$ cat config.mk
export PLATFORM = sky130hd
export DESIGN_NAME = pcp_unit
export DESIGN_NICKNAME = d
export VERILOG_FILES = /design/src/design/pcp_bcd_to_bin.v /design/src/design/pcp_unit.v
export VERILOG_INCLUDE_DIRS = /design/src /design/src/design
export SDC_FILE = /design/constraint.sdc
export NUM_CORES = 1
export LEC_CHECK = 0
export BUFFER_PORTS_ARGS = -buffer_cell sky130_fd_sc_hd__buf_2
export CAP_MARGIN = 20
export CORE_ASPECT_RATIO = 0.9
export CORE_UTILIZATION = 55
export CTS_CLUSTER_DIAMETER = 60
export DETAILED_ROUTE_END_ITERATION = 12
export PLACE_DENSITY = 0.79
export SYNTH_ARGS = -nofsm -noshare
export SYNTH_HDL_FRONTEND = slang
export SYNTH_HIERARCHICAL = 1
export SYNTH_SLANG_ARGS = --single-unit
$ cat constraint.sdc
create_clock -name clock -period 6.25 [get_ports clock]
set_input_delay 1.25 -clock clock [delete_from_list [all_inputs] [get_ports clock]]
set_output_delay 1.25 -clock clock [all_outputs]
set_load 0.05 [all_outputs]
$ cat src/design/pcp_consts.vh
// Constants shared by the code-convert and nibble-pack execution unit.
`ifndef PCP_CONSTS_VH
`define PCP_CONSTS_VH

// Operation codes presented on the command port.
`define PCP_OP_W                3
`define PCP_OP_BCD_TO_BINARY    3'h0
`define PCP_OP_BIT_DECODE       3'h1
`define PCP_OP_PRIORITY_ENCODE  3'h2
`define PCP_OP_NIBBLE_PACK      3'h3
`define PCP_OP_NIBBLE_NIBBLE_DISTRIBUTE_OP      3'h4

// Word, nibble and digit layout.
`define PCP_WORD_W              16
`define PCP_NIBBLE_W            4
`define PCP_NIBBLES             4
`define PCP_BCD_DIGIT_MAX       4'h9
`define PCP_MAX_WORDS           4'h4

// Width of the shift count n and of internal range counts.
`define PCP_N_W                 4
`define PCP_CNT_W               17

// Reset values of the two flags.
`define PCP_DER_RESET           1'b0
`define PCP_CARRY_RESET         1'b0

`endif

$ cat src/design/pcp_bcd_to_bin.v
// Packed-decimal word to binary converter with per-digit range check.
`timescale 1ns/1ns
`include "pcp_consts.vh"

module pcp_bcd_to_bin (
   // Packed-decimal input word.
   input  wire [15:0] bcd_in,
   // Binary value and digit error.
   output wire [15:0] bin_out,
   output wire        digit_err
);

   wire [3:0]  dig_err;
   wire [63:0] term;

   // Each digit is weighted by its power of ten and checked for A to F.
   genvar i;
   generate
      for (i = 0; i < `PCP_NIBBLES; i = i + 1) begin : g_digit
         localparam [15:0] WEIGHT = (i == 0) ? 16'h0001 :
                                    (i == 1) ? 16'h000A :
                                    (i == 2) ? 16'h0064 : 16'h03E8;
         wire [3:0] dig = bcd_in[4*i+3:4*i];
         assign dig_err[i]           = (dig > `PCP_BCD_DIGIT_MAX);
         assign term[16*i+15:16*i]   = {12'h000, dig} * WEIGHT;
      end
   endgenerate

   // The sum of four legal digits never exceeds 9999, so 16 bits suffice.
   assign bin_out   = term[15:0] + term[31:16] + term[47:32] + term[63:48];
   assign digit_err = |dig_err;

endmodule

$ cat src/design/pcp_unit.v
// Execution unit for code conversion, decode, encode, nibble pack and distribute.
`timescale 1ns/1ns
`include "pcp_consts.vh"

module pcp_unit (
   // Clock and reset.
   input  wire        clock,
   input  wire        rst,
   // Command port.
   input  wire        cmd_valid,
   output wire        cmd_ready,
   input  wire [2:0]  cmd_op,
   input  wire [15:0] cmd_dst,
   input  wire [15:0] cmd_src,
   input  wire [3:0]  cmd_n,
   input  wire [15:0] src_last,
   input  wire [15:0] dst_last,
   output reg         done_r,
   // Word port of the data memory.
   output reg  [15:0] wm_addr_r,
   output reg         wm_rd_r,
   input  wire [15:0] wm_rdata,
   output reg         wm_wr_r,
   output reg  [15:0] wm_wdata_r,
   // Bit port of the data memory.
   output reg  [15:0] bm_addr_r,
   output reg         bm_rd_r,
   input  wire        bm_rdata,
   output reg         bm_set_r,
   // Special internal flag outputs.
   output reg         data_error_flag_r,
   output reg         carry_flag_r
);

   // Sequencer states.
   localparam [1:0] S_IDLE = 2'h0;
   localparam [1:0] S_WAIT = 2'h1;
   localparam [1:0] S_CAP  = 2'h2;
   localparam [1:0] S_WR   = 2'h3;

   reg  [1:0]  state_r;
   reg  [2:0]  op_r;
   reg  [15:0] dst_r;
   reg  [15:0] src_r;
   reg  [3:0]  n_r;
   reg  [16:0] cnt_r;
   reg  [16:0] idx_r;
   reg         over_r;
   reg  [15:0] word_r;
   reg  [15:0] pos_r;
   reg         found_r;

   reg  [16:0] span_nxt;
   reg  [16:0] avail_nxt;
   reg  [16:0] cnt_nxt;
   reg         over_nxt;
   reg  [3:0]  nwords;
   reg  [15:0] chk_base;
   reg  [15:0] chk_last;

   wire [15:0] bin_val;
   wire        bcd_err;
   wire [16:0] idx_inc;
   wire        idx_last;
   wire [15:0] dec_mask;
   wire [15:0] dec_index;

   // Digit conversion is combinational on the returned memory word.
   pcp_bcd_to_bin u_bcd (
      .bcd_in    (wm_rdata),
      .bin_out   (bin_val),
      .digit_err (bcd_err)
   );

   assign cmd_ready = (state_r == S_IDLE);
   assign idx_inc   = idx_r + 17'h00001;
   assign idx_last  = (idx_inc == cnt_r);
   assign dec_mask  = ~(16'hFFFF << n_r);
   assign dec_index = wm_rdata & dec_mask;

   // Range of the operand that the area-end check applies to, taken at command time.
   // The span is worked out in 17 bits so that an area ending at the top of the
   // address space cannot wrap the comparison.
   always @* begin
      nwords = (cmd_n > `PCP_MAX_WORDS) ? `PCP_MAX_WORDS : cmd_n;
      if (cmd_op == `PCP_OP_BIT_DECODE || cmd_op == `PCP_OP_PRIORITY_ENCODE) begin
         span_nxt = 17'h00001 << cmd_n;
      end else begin
         span_nxt = {13'h0000, nwords};
      end
      if (cmd_op == `PCP_OP_PRIORITY_ENCODE || cmd_op == `PCP_OP_NIBBLE_PACK) begin
         chk_base = cmd_src;
         chk_last = src_last;
      end else begin
         chk_base = cmd_dst;
         chk_last = dst_last;
      end
      if (chk_base > chk_last) begin
         avail_nxt = 17'h00000;
      end else begin
         avail_nxt = {1'b0, chk_last} - {1'b0, chk_base} + 17'h00001;
      end
      over_nxt = (span_nxt > avail_nxt);
      cnt_nxt  = over_nxt ? avail_nxt : span_nxt;
   end

   // Main sequencer. Every memory strobe is registered and lasts one cycle, except that distribute's writes run back to back; a read
   // returns its data in the cycle after the strobe is seen.
   always @(posedge clock or posedge rst) begin
      if (rst) begin
         state_r           <= S_IDLE;
         op_r              <= `PCP_OP_BCD_TO_BINARY;
         dst_r             <= 16'h0000;
         src_r             <= 16'h0000;
         n_r               <= 4'h0;
         cnt_r             <= 17'h00000;
         idx_r             <= 17'h00000;
         over_r            <= 1'b0;
         word_r            <= 16'h0000;
         pos_r             <= 16'h0000;
         found_r           <= 1'b0;
         done_r            <= 1'b0;
         wm_addr_r         <= 16'h0000;
         wm_rd_r           <= 1'b0;
         wm_wr_r           <= 1'b0;
         wm_wdata_r        <= 16'h0000;
         bm_addr_r         <= 16'h0000;
         bm_rd_r           <= 1'b0;
         bm_set_r          <= 1'b0;
         data_error_flag_r <= `PCP_DER_RESET;
         carry_flag_r      <= `PCP_CARRY_RESET;
      end else begin
         done_r   <= 1'b0;
         wm_rd_r  <= 1'b0;
         wm_wr_r  <= 1'b0;
         bm_rd_r  <= 1'b0;
         bm_set_r <= 1'b0;
         case (state_r)
            // Accept a command and issue the first read; an empty clipped range finishes at
            // once for distribute and writes a zero result for encode and pack.
            S_IDLE: begin
               if (cmd_valid) begin
                  op_r    <= cmd_op;
                  dst_r   <= cmd_dst;
                  src_r   <= cmd_src;
                  n_r     <= cmd_n;
                  cnt_r   <= cnt_nxt;
                  over_r  <= over_nxt;
                  idx_r   <= 17'h00000;
                  pos_r   <= 16'h0000;
                  found_r <= 1'b0;
                  word_r  <= 16'h0000;
                  case (cmd_op)
                     `PCP_OP_BCD_TO_BINARY, `PCP_OP_BIT_DECODE: begin
                        wm_addr_r <= cmd_src;
                        wm_rd_r   <= 1'b1;
                        state_r   <= S_WAIT;
                     end
                     `PCP_OP_PRIORITY_ENCODE: begin
                        if (cnt_nxt == 17'h00000) begin
                           // Nothing of the range lies in the area: result zero.
                           wm_addr_r         <= cmd_dst;
                           wm_wdata_r        <= 16'h0000;
                           wm_wr_r           <= 1'b1;
                           carry_flag_r      <= 1'b1;
                           data_error_flag_r <= over_nxt;
                           state_r           <= S_WR;
                        end else begin
                           bm_addr_r <= cmd_src;
                           bm_rd_r   <= 1'b1;
                           state_r   <= S_WAIT;
                        end
                     end
                     `PCP_OP_NIBBLE_PACK: begin
                        if (cnt_nxt == 17'h00000) begin
                           wm_addr_r         <= cmd_dst;
                           wm_wdata_r        <= 16'h0000;
                           wm_wr_r           <= 1'b1;
                           data_error_flag_r <= over_nxt;
                           state_r           <= S_WR;
                        end else begin
                           wm_addr_r <= cmd_src;
                           wm_rd_r   <= 1'b1;
                           state_r   <= S_WAIT;
                        end
                     end
                     `PCP_OP_NIBBLE_NIBBLE_DISTRIBUTE_OP: begin
                        if (cnt_nxt == 17'h00000) begin
                           // A zero count, or a start past the area end, writes nothing.
                           data_error_flag_r <= over_nxt;
                           done_r            <= 1'b1;
                        end else begin
                           wm_addr_r <= cmd_src;
                           wm_rd_r   <= 1'b1;
                           state_r   <= S_WAIT;
                        end
                     end
                     default: begin
                        // An unknown operation completes with no effect.
                        done_r <= 1'b1;
                     end
                  endcase
               end
            end

            // The read strobe is on the port during this cycle.
            S_WAIT: begin
               state_r <= S_CAP;
            end

            // Read data is valid now.
            S_CAP: begin
               case (op_r)
                  `PCP_OP_BCD_TO_BINARY: begin
                     if (bcd_err) begin
                        // A bad digit leaves the destination untouched.
                        data_error_flag_r <= 1'b1;
                        done_r            <= 1'b1;
                        state_r           <= S_IDLE;
                     end else begin
                        wm_addr_r         <= dst_r;
                        wm_wdata_r        <= bin_val;
                        wm_wr_r           <= 1'b1;
                        data_error_flag_r <= 1'b0;
                        state_r           <= S_WR;
                     end
                  end
                  `PCP_OP_BIT_DECODE: begin
                     // Only an index inside the area is written.
                     data_error_flag_r <= over_r;
                     if ({1'b0, dec_index} < cnt_r) begin
                        bm_addr_r <= dst_r + dec_index;
                        bm_set_r  <= 1'b1;
                        state_r   <= S_WR;
                     end else begin
                        done_r  <= 1'b1;
                        state_r <= S_IDLE;
                     end
                  end
                  `PCP_OP_PRIORITY_ENCODE: begin
                     // Bits are scanned upward, so the last hit is the highest.
                     if (bm_rdata) begin
                        pos_r   <= idx_r[15:0];
                        found_r <= 1'b1;
                     end
                     if (idx_last) begin
                        wm_addr_r         <= dst_r;
                        wm_wr_r           <= 1'b1;
                        data_error_flag_r <= over_r;
                        if (bm_rdata) begin
                           wm_wdata_r   <= idx_r[15:0];
                           carry_flag_r <= 1'b0;
                        end else begin
                           wm_wdata_r   <= found_r ? pos_r : 16'h0000;
                           carry_flag_r <= ~found_r;
                        end
                        state_r <= S_WR;
                     end else begin
                        idx_r     <= idx_inc;
                        bm_addr_r <= src_r + idx_inc[15:0];
                        bm_rd_r   <= 1'b1;
                        state_r   <= S_WAIT;
                     end
                  end
                  `PCP_OP_NIBBLE_PACK: begin
                     // Sources are only read; the result goes to the destination.
                     if (idx_last) begin
                        wm_addr_r         <= dst_r;
                        wm_wdata_r        <= word_r;
                        wm_wdata_r[{idx_r[1:0], 2'b00} +: 4] <= wm_rdata[3:0];
                        wm_wr_r           <= 1'b1;
                        data_error_flag_r <= over_r;
                        state_r           <= S_WR;
                     end else begin
                        word_r[{idx_r[1:0], 2'b00} +: 4] <= wm_rdata[3:0];
                        idx_r     <= idx_inc;
                        wm_addr_r <= src_r + idx_inc[15:0];
                        wm_rd_r   <= 1'b1;
                        state_r   <= S_WAIT;
                     end
                  end
                  `PCP_OP_NIBBLE_NIBBLE_DISTRIBUTE_OP: begin
                     // Hold the source word and write its lowest field first.
                     word_r            <= wm_rdata;
                     wm_addr_r         <= dst_r;
                     wm_wdata_r        <= {12'h000, wm_rdata[3:0]};
                     wm_wr_r           <= 1'b1;
                     data_error_flag_r <= over_r;
                     state_r           <= S_WR;
                  end
                  default: begin
                     done_r  <= 1'b1;
                     state_r <= S_IDLE;
                  end
               endcase
            end

            // A write strobe is on the port. Distribute keeps writing one word a
            // cycle until its clipped count is used up; fields beyond the area
            // end are simply never written.
            S_WR: begin
               if (op_r == `PCP_OP_NIBBLE_NIBBLE_DISTRIBUTE_OP && !idx_last) begin
                  idx_r      <= idx_inc;
                  wm_addr_r  <= dst_r + idx_inc[15:0];
                  wm_wdata_r <= {12'h000, word_r[{idx_inc[1:0], 2'b00} +: 4]};
                  wm_wr_r    <= 1'b1;
               end else begin
                  done_r  <= 1'b1;
                  state_r <= S_IDLE;
               end
            end

            default: begin
               state_r <= S_IDLE;
            end
         endcase
      end
   end

   // The two flags stand on their own ports between operations, readable by
   // the program as special internal outputs; they change only with an operation's first write, or with done if it writes nothing.

endmodule

* Yosys cells after proc, flatten, opt, wreduce, memory -nomap -nowiden *
Index checks and enable logic that the tools add are counted.

word-level totals
  bits in registers = 164
  bits of input ports = 91
  output and inout port bits = 56
  word-level logic and storage cells = 221

cells by class
  $add $sub $neg = 10
  multipliers = 3
  order comparisons = 8
  equal/unequal tests = 40
  shift-type cells = 5
  mux-type cells = 102
  bitwise gates (word level) = 3
  reductions and logical operators = 29

operator list
  operator               number
  $mux 16                27
  $pmux 16 s4            3
  $pmux 16 s2            5
  $mux 17                7
  $pmux 16 s3            2
  $pmux 17 s3            1
  $add 16x16->16         3
  $add 17x1->17 const B  2
  $mux 1                 33
  $ne 3x3->1 const B     9
  $ne 2x2->1 const B     10
  $reduce_and 9->1       2
  $eq 17x17->1           1
  $gt 17x17->1           1
  $logic_not 17->1       1
  $lt 16x17->1           1
  $shl 1x4->17 const A   1
  $sub 16x16->17         1
  $add 16x11->16         1
  $add 16x14->16         1
  $and 16x16->16         1
  $bwmux 16              1
  $gt 16x16->1           1
  $gt 4x4->1 const B     4
  other kinds (45)       81

* Depth between registers and ports, before layout *
Gate-level depths: netlist (run 1).

  depth in word-level cells = 13
  depth in mapped cells = 31
  depth with buffers taken out = 26

* Hierarchy *
Netlist (run 1), hierarchy kept.

modules (own cells, without submodules)
  module          times used  cells an instance  area each (um2)  sequential area each (um2)
  pcp_unit        1           1729               14213.6          4103.9
  pcp_bcd_to_bin  1           210                1776.7           0.0

* Least setup slack after synthesis (run 1) *
Ideal clock, no wire load.

  kind = input port to flip-flop
  start = input cmd_op[2]
  end = register wm_wdata_r[0]
  setup time = 0.121 ns
  arrival = 7.691 ns
  required time = 6.129 ns
  setup slack = -1.562 ns
  cell stages on the path = 30
  buffers on the path = 7
  cell sequence = buf_2 -> and2b_1 -> buf_1 -> clkbuf_1 -> nand2_1 -> nand2_1 -> inv_1 -> ha_1 -> nand4_1 -> nor3_1 -> nand4_1 -> or4_1 -> o21ai_1 -> clkbuf_1 -> clkbuf_1 -> nand2_1 -> ha_1 -> nand4_1 -> or2_1 -> a311o_1 -> o311ai_0 -> nand2_1 -> or2_1 -> o311a_1 -> nor3_1 -> a21oi_1 -> or2_1 -> buf_6 -> buf_6 -> a22o_1

on the way
  word-level cells in the longest chain between the ends = 11
  elaborated cells between the ends (all ways) = 19
  classes of those cells = add/sub: 2; order compare: 2; eq/ne: 5; mux: 5; reduce/logical: 5

RTL lines
  item                                   RTL line                        source
  start, declared                        pcp_unit.v:12                   input wire [2:0] cmd_op,
  $eq 3x2->1                             pcp_unit.v:153                  case (cmd_op)
  $logic_or 1x1->1 (no source line)      -
  $mux 16                                pcp_unit.v:91                   if (cmd_op == `PCP_OP_PRIORITY_ENCODE || cmd_op == `PCP_OP_NIBBLE_PACK) begin
  $sub 16x16->17                         pcp_unit.v:101                  avail_nxt = {1'b0, chk_last} - {1'b0, chk_base} + 17'h00001;
  $add 17x1->17                          pcp_unit.v:101
  $mux 17                                pcp_unit.v:98                   if (chk_base > chk_last) begin
  $gt 17x17->1                           pcp_unit.v:103                  over_nxt = (span_nxt > avail_nxt);
  $mux 17                                pcp_unit.v:104                  cnt_nxt = over_nxt ? avail_nxt : span_nxt;
  $logic_not 17->1                       pcp_unit.v:160, pcp_unit.v:175
  $ne 2x1->1 (no source line)            -
  $reduce_and 9->1 (no source line) (*)  -
  end signal, assigned                   pcp_unit.v:222                  wm_wdata_r <= bin_val;
  end signal, assigned                   pcp_unit.v:251                  wm_wdata_r <= idx_r[15:0];
  end signal, assigned                   pcp_unit.v:254                  wm_wdata_r <= found_r ? pos_r : 16'h0000;
  end, declared                          pcp_unit.v:24                   output reg [15:0] wm_wdata_r,

Mark *: on every way between the ends. The rest lies on a longest branch, timed or not.
A chain may end at the register's enable or synchronous reset.

* Worst setup path in the final report (run 1) *
  start = input cmd_op[2]
  end = register wm_rd_r

on the way
  word-level cells in the longest chain between the ends = 13
  elaborated cells between the ends (all ways) = 23
  classes of those cells = add/sub: 2; order compare: 2; eq/ne: 4; mux: 9; reduce/logical: 6

RTL lines
  item                               RTL line                        source
  $eq 3x2->1 (on tied branches)      -
  $logic_or 1x1->1 (no source line)  -
  $mux 16                            pcp_unit.v:91
  $sub 16x16->17                     pcp_unit.v:101
  $add 17x1->17                      pcp_unit.v:101
  $mux 17                            pcp_unit.v:98
  $gt 17x17->1                       pcp_unit.v:103
  $mux 17                            pcp_unit.v:104
  $logic_not 17->1                   pcp_unit.v:175, pcp_unit.v:188
  $mux 1                             pcp_unit.v:175, pcp_unit.v:188
  $pmux 1 s2 (*)                     pcp_unit.v:153
  $mux 1 (*)                         pcp_unit.v:142                  if (cmd_valid) begin
  $pmux 1 s2 (*)                     pcp_unit.v:138                  case (state_r)
  end signal, assigned               pcp_unit.v:156                  wm_rd_r <= 1'b1;
  end signal, assigned               pcp_unit.v:183                  wm_rd_r <= 1'b1;
  end signal, assigned               pcp_unit.v:194                  wm_rd_r <= 1'b1;
  end, declared                      pcp_unit.v:21                   output reg wm_rd_r,

Marks and branches as above.

==> results of run 1 <==
==> metrics by stage <==
stage | util [%] | hold WS (ns) | setup slack, ns | total power [uW] | area (um^2)
finish | 70.9 | 0.509 | -0.406 | 9720 | 20000
global placement | 65.2 | 0.466 | -1.04 | 7740 | 18400
detailed placement | 65.2 | 0.491 | -1.18 | 7910 | 18400
CTS | 70.0 | 0.509 | -0.164 | 9330 | 19700
floorplan | - | 0.450 | -0.327 | 6120 | 16300
global route | 70.9 | 0.520 | -0.711 | 10200 | 20000
==> cell families after synthesis <==
logic type	Yosys count	synth area share, %
mux	92	6.49
xor+xnor	94	5.33
buf+inv	245	6.08
fa+ha+maj	201	16.7
compound gates	512	21.4
flops	164	25.7
simple gates	630	18.3
other cells	1	0.0235
==> worst max-delay path, delay by kind of cell <==
kind	cells	cell delay [ns]
buffers and inverters	8	1.04
adders and majority gates	3	0.83
muxes	1	0.27
xor gates and xnor gates	1	0.15
AOI/OAI and AO/OA	7	1.59
and+or+nand+nor	10	1.84
==> Yosys cell counts (all sizes together), types with 14 or more instances <==
library cell    n  share of area [%]
a211oi         23                1.1
a21o           20               0.94
a21oi         118                3.7
a221oi         17               0.93
a22o           21                1.2
a31oi          21               0.82
buf            32                1.1
clkbuf         65                1.5
dfrtp         164                 26
fa             21                2.6
ha            179                 14
inv           147                3.5
mux2           44                3.1
mux2i          44                2.8
nand2         264                6.2
nand2b         22               0.86
nand3          31               0.97
nand4          14               0.68
nor2          149                3.5
nor2b          34                1.3
nor3           49                1.5
o211ai         25                1.2
o21a           16               0.75
o21ai         124                4.0
o221ai         14               0.77
o31ai          25                1.2
xnor2          67                3.7
xor2           26                1.5
==> worst max-delay path by stage <==
| stage | from | to | depth (start not counted) |
|---|---|---|---|
| finish | cmd_op[2] | wm_rd_r | 30 |
| global route | cmd_op[2] | wm_wdata_r[11] | 31 |
| CTS | cmd_op[2] | bm_addr_r[1] | 32 |
| detailed placement | cmd_op[1] | wm_addr_r[6] | 27 |
| global placement | cmd_op[1] | wm_addr_r[6] | 28 |
| floorplan | cmd_op[2] | wm_wdata_r[0] | 31 |
==> layout make-up <==
cell class | count | area (um^2)
clock buffer | 17 | 425
clock inverter | 15 | 151
fill | 2082 | 8210
inverter | 148 | 561
multi-input combinational | 1531 | 11600
sequential | 164 | 4100
tap | 360 | 450
timing repair buffer | 369 | 2680
==> routing by layer <==
metal / global-route usage (%) / vias up / routed length [um]
met1: 50.6 / 7960 / 22600
met5: 0 / - / 13
met3: 11.9 / 248 / 7590
met2: 58.2 / 1079 / 25000
li1: - / 7504 / -
met4: 17.1 / 2 / 2750
==> timing repair <==
item | 4_1_cts | 5_1_grt
resized for setup | 81 | 38
setup endpoints to repair | 56 | 63
setup buffers | 37 | 8
pin swaps | 45 | 29
gates cloned | 6 | 1
==> power by group through the flow <==
stage / clock network (uW) / logic, uW / registers [uW]
floorplan: 0 / 3900 / 2220
global placement: 0 / 5850 / 1890
detailed placement: 0 / 6010 / 1910
CTS: 1070 / 6360 / 1900
global route: 1100 / 7150 / 1970
finish: 1070 / 6720 / 1930
==> sequential cells by signal, summed over array words and instances, names as in the netlist, 2 cells and up <==
| signal | flops |
|---|---|
| dst_r | 16 |
| wm_wdata_r | 16 |
| src_r | 16 |
| word_r | 16 |
| cnt_r | 17 |
| wm_addr_r | 16 |
| idx_r | 17 |
| op_r | 3 |
| pos_r | 16 |
| state_r | 2 |
| bm_addr_r | 16 |
| n_r | 4 |
==> results.md, run 1 <==
- WL final: 58000 um
- GP Congestion: 1.02
- I/O pins: roughly 150
- Ys async rst share: between 90% and 100%
- Unrepaired setup endpoints after global routing: yes
- Unique masters post-synth: 98
- Synth Area per Inst: 8.25 um^2
- Area grow syn2layout: 25.2%
- Vias/cell: 6.45
- Port Buf Inserts: approximately 150
- Seq pwr share: 19.9%
- Syn Nets: 2230
- Pins Over Slew Limit: 0
- Htree depth: 4
- Antenna cells: 0
- Hold path startpoint: bm_addr_r[0]
- Sw power: 5060 uW
- Crit path kind: primary input to register
- Cts hold-fix bufs: 0
- Clock share of power: a little over a tenth
- Post-route ant nets: 0
- Final cell count without fillers: 2604
- Longest Clk Path Bufs: 2
- First-pass GRT wire length: 87700 um
- Area of the die: 0.0298 mm^2
- Switching Share: 52.1%
- Synthesis-stage register bit count: about 160
- PwrDens: ~490 mW/mm^2
- Fmax: 0.150 GHz
- Worst min path class: register to register
- Final setup skew: 0.0115 ns
- Clk pin slew, worst setup/hold paths: 0.08 ns
- Placed cells: approximately 2500
- WP data required: 6.59 ns
- Warnings, synthesis: 6
- Initial antenna violation count: 1
- Vias in the first global route: 15900
- Nets: 2522
- Worst flop-to-flop path startpoint: idx_r[1]
- Critical Path Fanout Max: 7
- Largest net degree at the start of global routing: between 60 and 70
- Tcrit/Tclk final: 106%
- Most frequent cells in the layout: nand2_1 (255), buf_4 (194), dfrtp_1 (164), ha_1 (162), buf_2 (145)
- Die Width: 182 um
- Post-DP HPWL: 42800 um
- Reg2Reg Depth: 15
- Clk root buf: clkbuf_16
- GRT Overall Usage: 38.5%
- Max-cap violation count: 0
- First-pass DRT Iterations: 7
- CP max stage delay: 0.37 ns
- Power share of the combinational group: 69.1%
- Number of synthesized flops with an enable pin: 0
- Iter 0 DRT Violations: between 2000 and 2500
- Seq/Total Area, Yosys: around a quarter
- Slew @ Worst Pin: 1.10 ns
- Reg2reg end: bm_addr_r[15]
- FP Rows: 58
- Worst hold path endpoint: bm_addr_r[0]
- Leakage: 0.00952 uW
- DRC violations left: 0
- Die Ht: between 150 and 200 um
- CTS tree: yes
- Area of the mapped netlist: 0.0160 mm^2
- Final min period: 6.66 ns
- Layout cells sized above 1: 25.6%
- CP arrival: about 7 ns
- Max rail drop VDD: 0.000276 V
- R2R setup slack: 1.53 ns
- Final setup violation count: 55
- Crit. End Element: register
- Sink Count: around 160
- Hold path depth: 1
- Num CTS Buffers: 17
- CP startpoint kind: primary input
- Slowest CP cell: o311a_4
- Most frequent CP cell: buf_6
- CORE AREA: 0.0282 mm^2
- Most common cell after layout, fill and taps aside: nand2_1
- Slew HR: 26.6%
- P_int: 4660 uW
- Failing checks: setup timing
- Clk_lat worst skew: 0.45 ns
- DR vias: 16800
- Status: finished with violations
- Setup TNS: -16.06 ns
- Grt total ovfl: 0
- Mapped Cells: 1939
- Count of final hold-check violations: 0
- Setup WS post-layout: -0.406 ns
- Initial Util: 56.6%
- Main synth FF type: dfrtp_1
- WL per Instance: about 22 um
No activity file was read; power rests on OpenSTA's default activity.
==> run 2: changes to the inputs <==
ABC_AREA = 1   (was default)
PLACE_DENSITY = 0.78   (was 0.79)
==> run 2 against run 1 <==
Effect of this change: the run now ends clean; synthesized cell count increased by 35%; first-iteration DRC count decreased by 7.5%; cell area decreased by 3.6%; synthesized area increased by 6.9%; die area increased by 6.8%; hold slack got worse by 0.032 ns; clock skew decreased by 0.0041 ns; clock power increased by 8%; register-to-register slack got worse by 0.38 ns; sequential power decreased by 11%; via count increased by 9.5%; critical endpoint is now done_r; largest cell class unchanged.
==> results.md, run 2 <==
- Status: completed
- Clk pin slew, worst setup/hold paths: 0.07 ns (about the same)
- Most frequent cells in the layout: nand2_1 (674), inv_1 (401), o21ai_0 (219), nor2_1 (207), ha_1 (179)
- Slew @ Worst Pin: 1.08 ns (-0.0184 ns)
- Die Ht: 169 um (+3.4%)
- Iter 0 DRT Violations: 2226 (-7.5%)
- Cts hold-fix bufs: 0 (unchanged)
- Setup TNS: 0 ns (+16.06 ns)
- Number of synthesized flops with an enable pin: 0 (unchanged)
- GRT Overall Usage: 36.6% (-1.9 points)
- Vias in the first global route: 16700 (+5.5%)
- Synth Area per Inst: 6.53 um^2 (-21%)
- Count of final hold-check violations: 0 (unchanged)
- Area of the die: 0.0318 mm^2 (+6.8%)
- Area of the mapped netlist: 0.0171 mm^2 (+6.9%)
- Final min period: 5.83 ns (-0.822 ns)
- Tcrit/Tclk final: 93.3% (-13 points)
- Pre-CTS WS: -0.200 ns (+0.984 ns)
- Die Width: 188 um (+3.4%)
- Seq pwr share: 21.2% (+1.3 points)
- Crit. End Element: register
- Power share of the combinational group: 64.4% (-4.7 points)
- Placement Cell Area: 0.0186 mm^2 (+1.3%)
- Clk_lat worst skew: 0.44 ns (about the same)
- Clock share of power: 14.4% (+3.4 points)
- Sink Count: 164 (unchanged)
- Syn Nets: 2908 (+30%)
- Initial antenna violation count: 3 (+2)
- Mapped Cells: 2617 (+35%)
- Worst min path class: register to register
- Sw power: 4430 uW (-13%)
- Unrepaired setup endpoints after global routing: no
- PwrDens: 419 mW/mm^2 (-14%)
- Htree depth: 4 (unchanged)
- Leakage: 0.0104 uW (+9.7%)
- Nets: 3075 (+22%)
- Ys async rst share: 100% (unchanged)
- Port Buf Inserts: 146 (unchanged)
- WP data required: 6.63 ns (+0.04 ns)
- Vias/cell: 5.75 (-11%)
- Longest Clk Path Bufs: 2 (unchanged)
- CP arrival: 6.21 ns (-0.79 ns)
- Antenna cells: 0 (unchanged)
- Yosys top cell by area: dfrtp_1
- Post-CTS setup buffer count: 0 (-100%)
- Synth area leaders: dfrtp_1 (24%), nand2_1 (15%), ha_1 (13%)
- CTS tree: yes
- Most common cell after layout, fill and taps aside: nand2_1
- Most frequent CP cell: nand2_1
- Warnings, synthesis: 6 (unchanged)
- First-pass DRT Iterations: 5 (-2)
- Final setup violation count: 0 (-100%)
- Max rail drop VDD: 0.000231 V (-16%)
- Num CTS Buffers: 17 (unchanged)
- Regs by FF count: cnt_r x17, idx_r x17
- Share of the synthesized area in the top cell type: 24.0% (-1.7 points)
- CP startpoint kind: primary input
- First-pass GRT wire length: 90200 um (+2.9%)
- Final setup skew: 0.00735 ns (-0.00411 ns)
- Critical Path Fanout Max: 15 (+8)
- Crit path kind: primary input to register
- Switching Share: 54.7% (+2.6 points)
- Fmax: 0.171 GHz (+14%)
- Most frequent cells after synthesis: nand2_1 (675), inv_1 (402), o21ai_0 (223)
- Slew HR: 27.9% (+1.2 points)
- Post-DP HPWL: 46600 um (+9.1%)
- CORE AREA: 0.0303 mm^2 (+7.2%)
- Layout cells sized above 1: 11.8% (-14 points)
- Seq/Total Area, Yosys: 24.0% (-1.7 points)
- P_int: 3660 uW (-21%)
- GP Congestion: 1.02 (+0.39%)
- Pins Over Slew Limit: 0 (unchanged)
- Largest net degree at the start of global routing: 72 (+4.3%)
- Slowest CP cell: fa_1
- Post-Layout Inst Area: 0.0193 mm^2 (-3.6%)
- Area grow syn2layout: 12.9%
- Initial Util: 56.5% (-0.13 points)
- FP Rows: 60 (+3.4%)
- Max-cap violation count: 0 (unchanged)
- R2R setup slack: 1.15 ns (-0.38 ns)
- Setup WS post-layout: 0.417 ns (+0.822 ns)
- Synthesis-stage register bit count: 164 (unchanged)
- Main synth FF type: dfrtp_1
- WL final: 58700 um (+1.2%)
- DRC violations left: 0 (unchanged)
- Grt total ovfl: 0 (unchanged)
- # resized after CTS: 0 (-100%)
- WL per Instance: 18.3 um (-18%)
- I/O pins: 147 (unchanged)
- DR vias: 18400 (+9.5%)
- Unique masters post-synth: 58 (-41%)
- Count leader, synth: nand2_1
- CP max stage delay: 0.41 ns (+0.04 ns)
- Clk root buf: clkbuf_16
- Post-route ant nets: 0 (unchanged)
[run 2: worst max-delay path: cells and delay by family]
family | cells | cell delay [ns]
AND/OR/NAND/NOR | 21 | 1.97
buffers and inverters | 11 | 1.36
adder cells (fa/ha/maj) | 3 | 0.88
AO/OA/AOI/OAI | 3 | 0.77
[run 2: worst paths after layout]
kind                          startpoint            end  cells after the start
min reg2reg                wm_wdata_r[8]  wm_wdata_r[8]                      2
max in group asynchronous            rst       dst_r[9]                      3
min in group asynchronous            rst         n_r[0]                      2
max reg2reg                     idx_r[0]     word_r[10]                     16
min                        wm_wdata_r[8]  wm_wdata_r[8]                      2
max                            cmd_op[2]         done_r                     38
[run 2: routing by layer]
metal | up-vias | global-route usage [%] | part of all wire, %
li1 | 8815 | - | -
met1 | 8354 | 50.9 | 42
met2 | 1054 | 55.1 | 42
met3 | 158 | 9.06 | 12
met4 | 6 | 12.7 | 3.4
met5 | - | 0 | 0.053
[run 2: final cells by class]
| type | instances | area [um^2] |
|---|---|---|
| Multi-Input combinational cell | 1954 | 11000 |
| Fill cell | 2863 | 11000 |
| Sequential cell | 164 | 4100 |
| Inverter | 413 | 1560 |
| Timing Repair Buffer | 234 | 1460 |
| Tap cell | 403 | 504 |
| Clock buffer | 17 | 425 |
| Clock inverter | 15 | 211 |
[run 2: cell families after synthesis]
| logic type | share of synthesized area, % |
|---|---|
| buffers and inverters | 11.6 |
| AND/OR/NAND/NOR | 28.7 |
| XOR/XNOR | 2.80 |
| other | 0.0219 |
| adder cells (fa/ha/maj) | 15.6 |
| flip-flops | 24.0 |
| AO/OA/AOI/OAI | 17.2 |
[run 2: power groups by stage]
| stage | clock (uW) | sequential, uW | combinational [uW] |
|---|---|---|---|
| after global routing | 1200 | 1740 | 5680 |
| final | 1160 | 1720 | 5210 |
| after global placement | 0 | 1710 | 4940 |
| after floorplan | 0 | 2130 | 3150 |
| after detailed placement | 0 | 1710 | 5030 |
| after CTS | 1160 | 1700 | 5060 |
[run 2: metrics by stage]
step                power (uW)  hold slack, ns  util (%)  instances
detailed placement        6740           0.464      61.6       3166
global route              8620           0.500      63.8       3200
global placement          6650           0.459      61.6       3166
finish                    8090           0.477      63.8       3200
floorplan                 5270           0.448         -       2617
CTS                       7920           0.482      63.7       3198
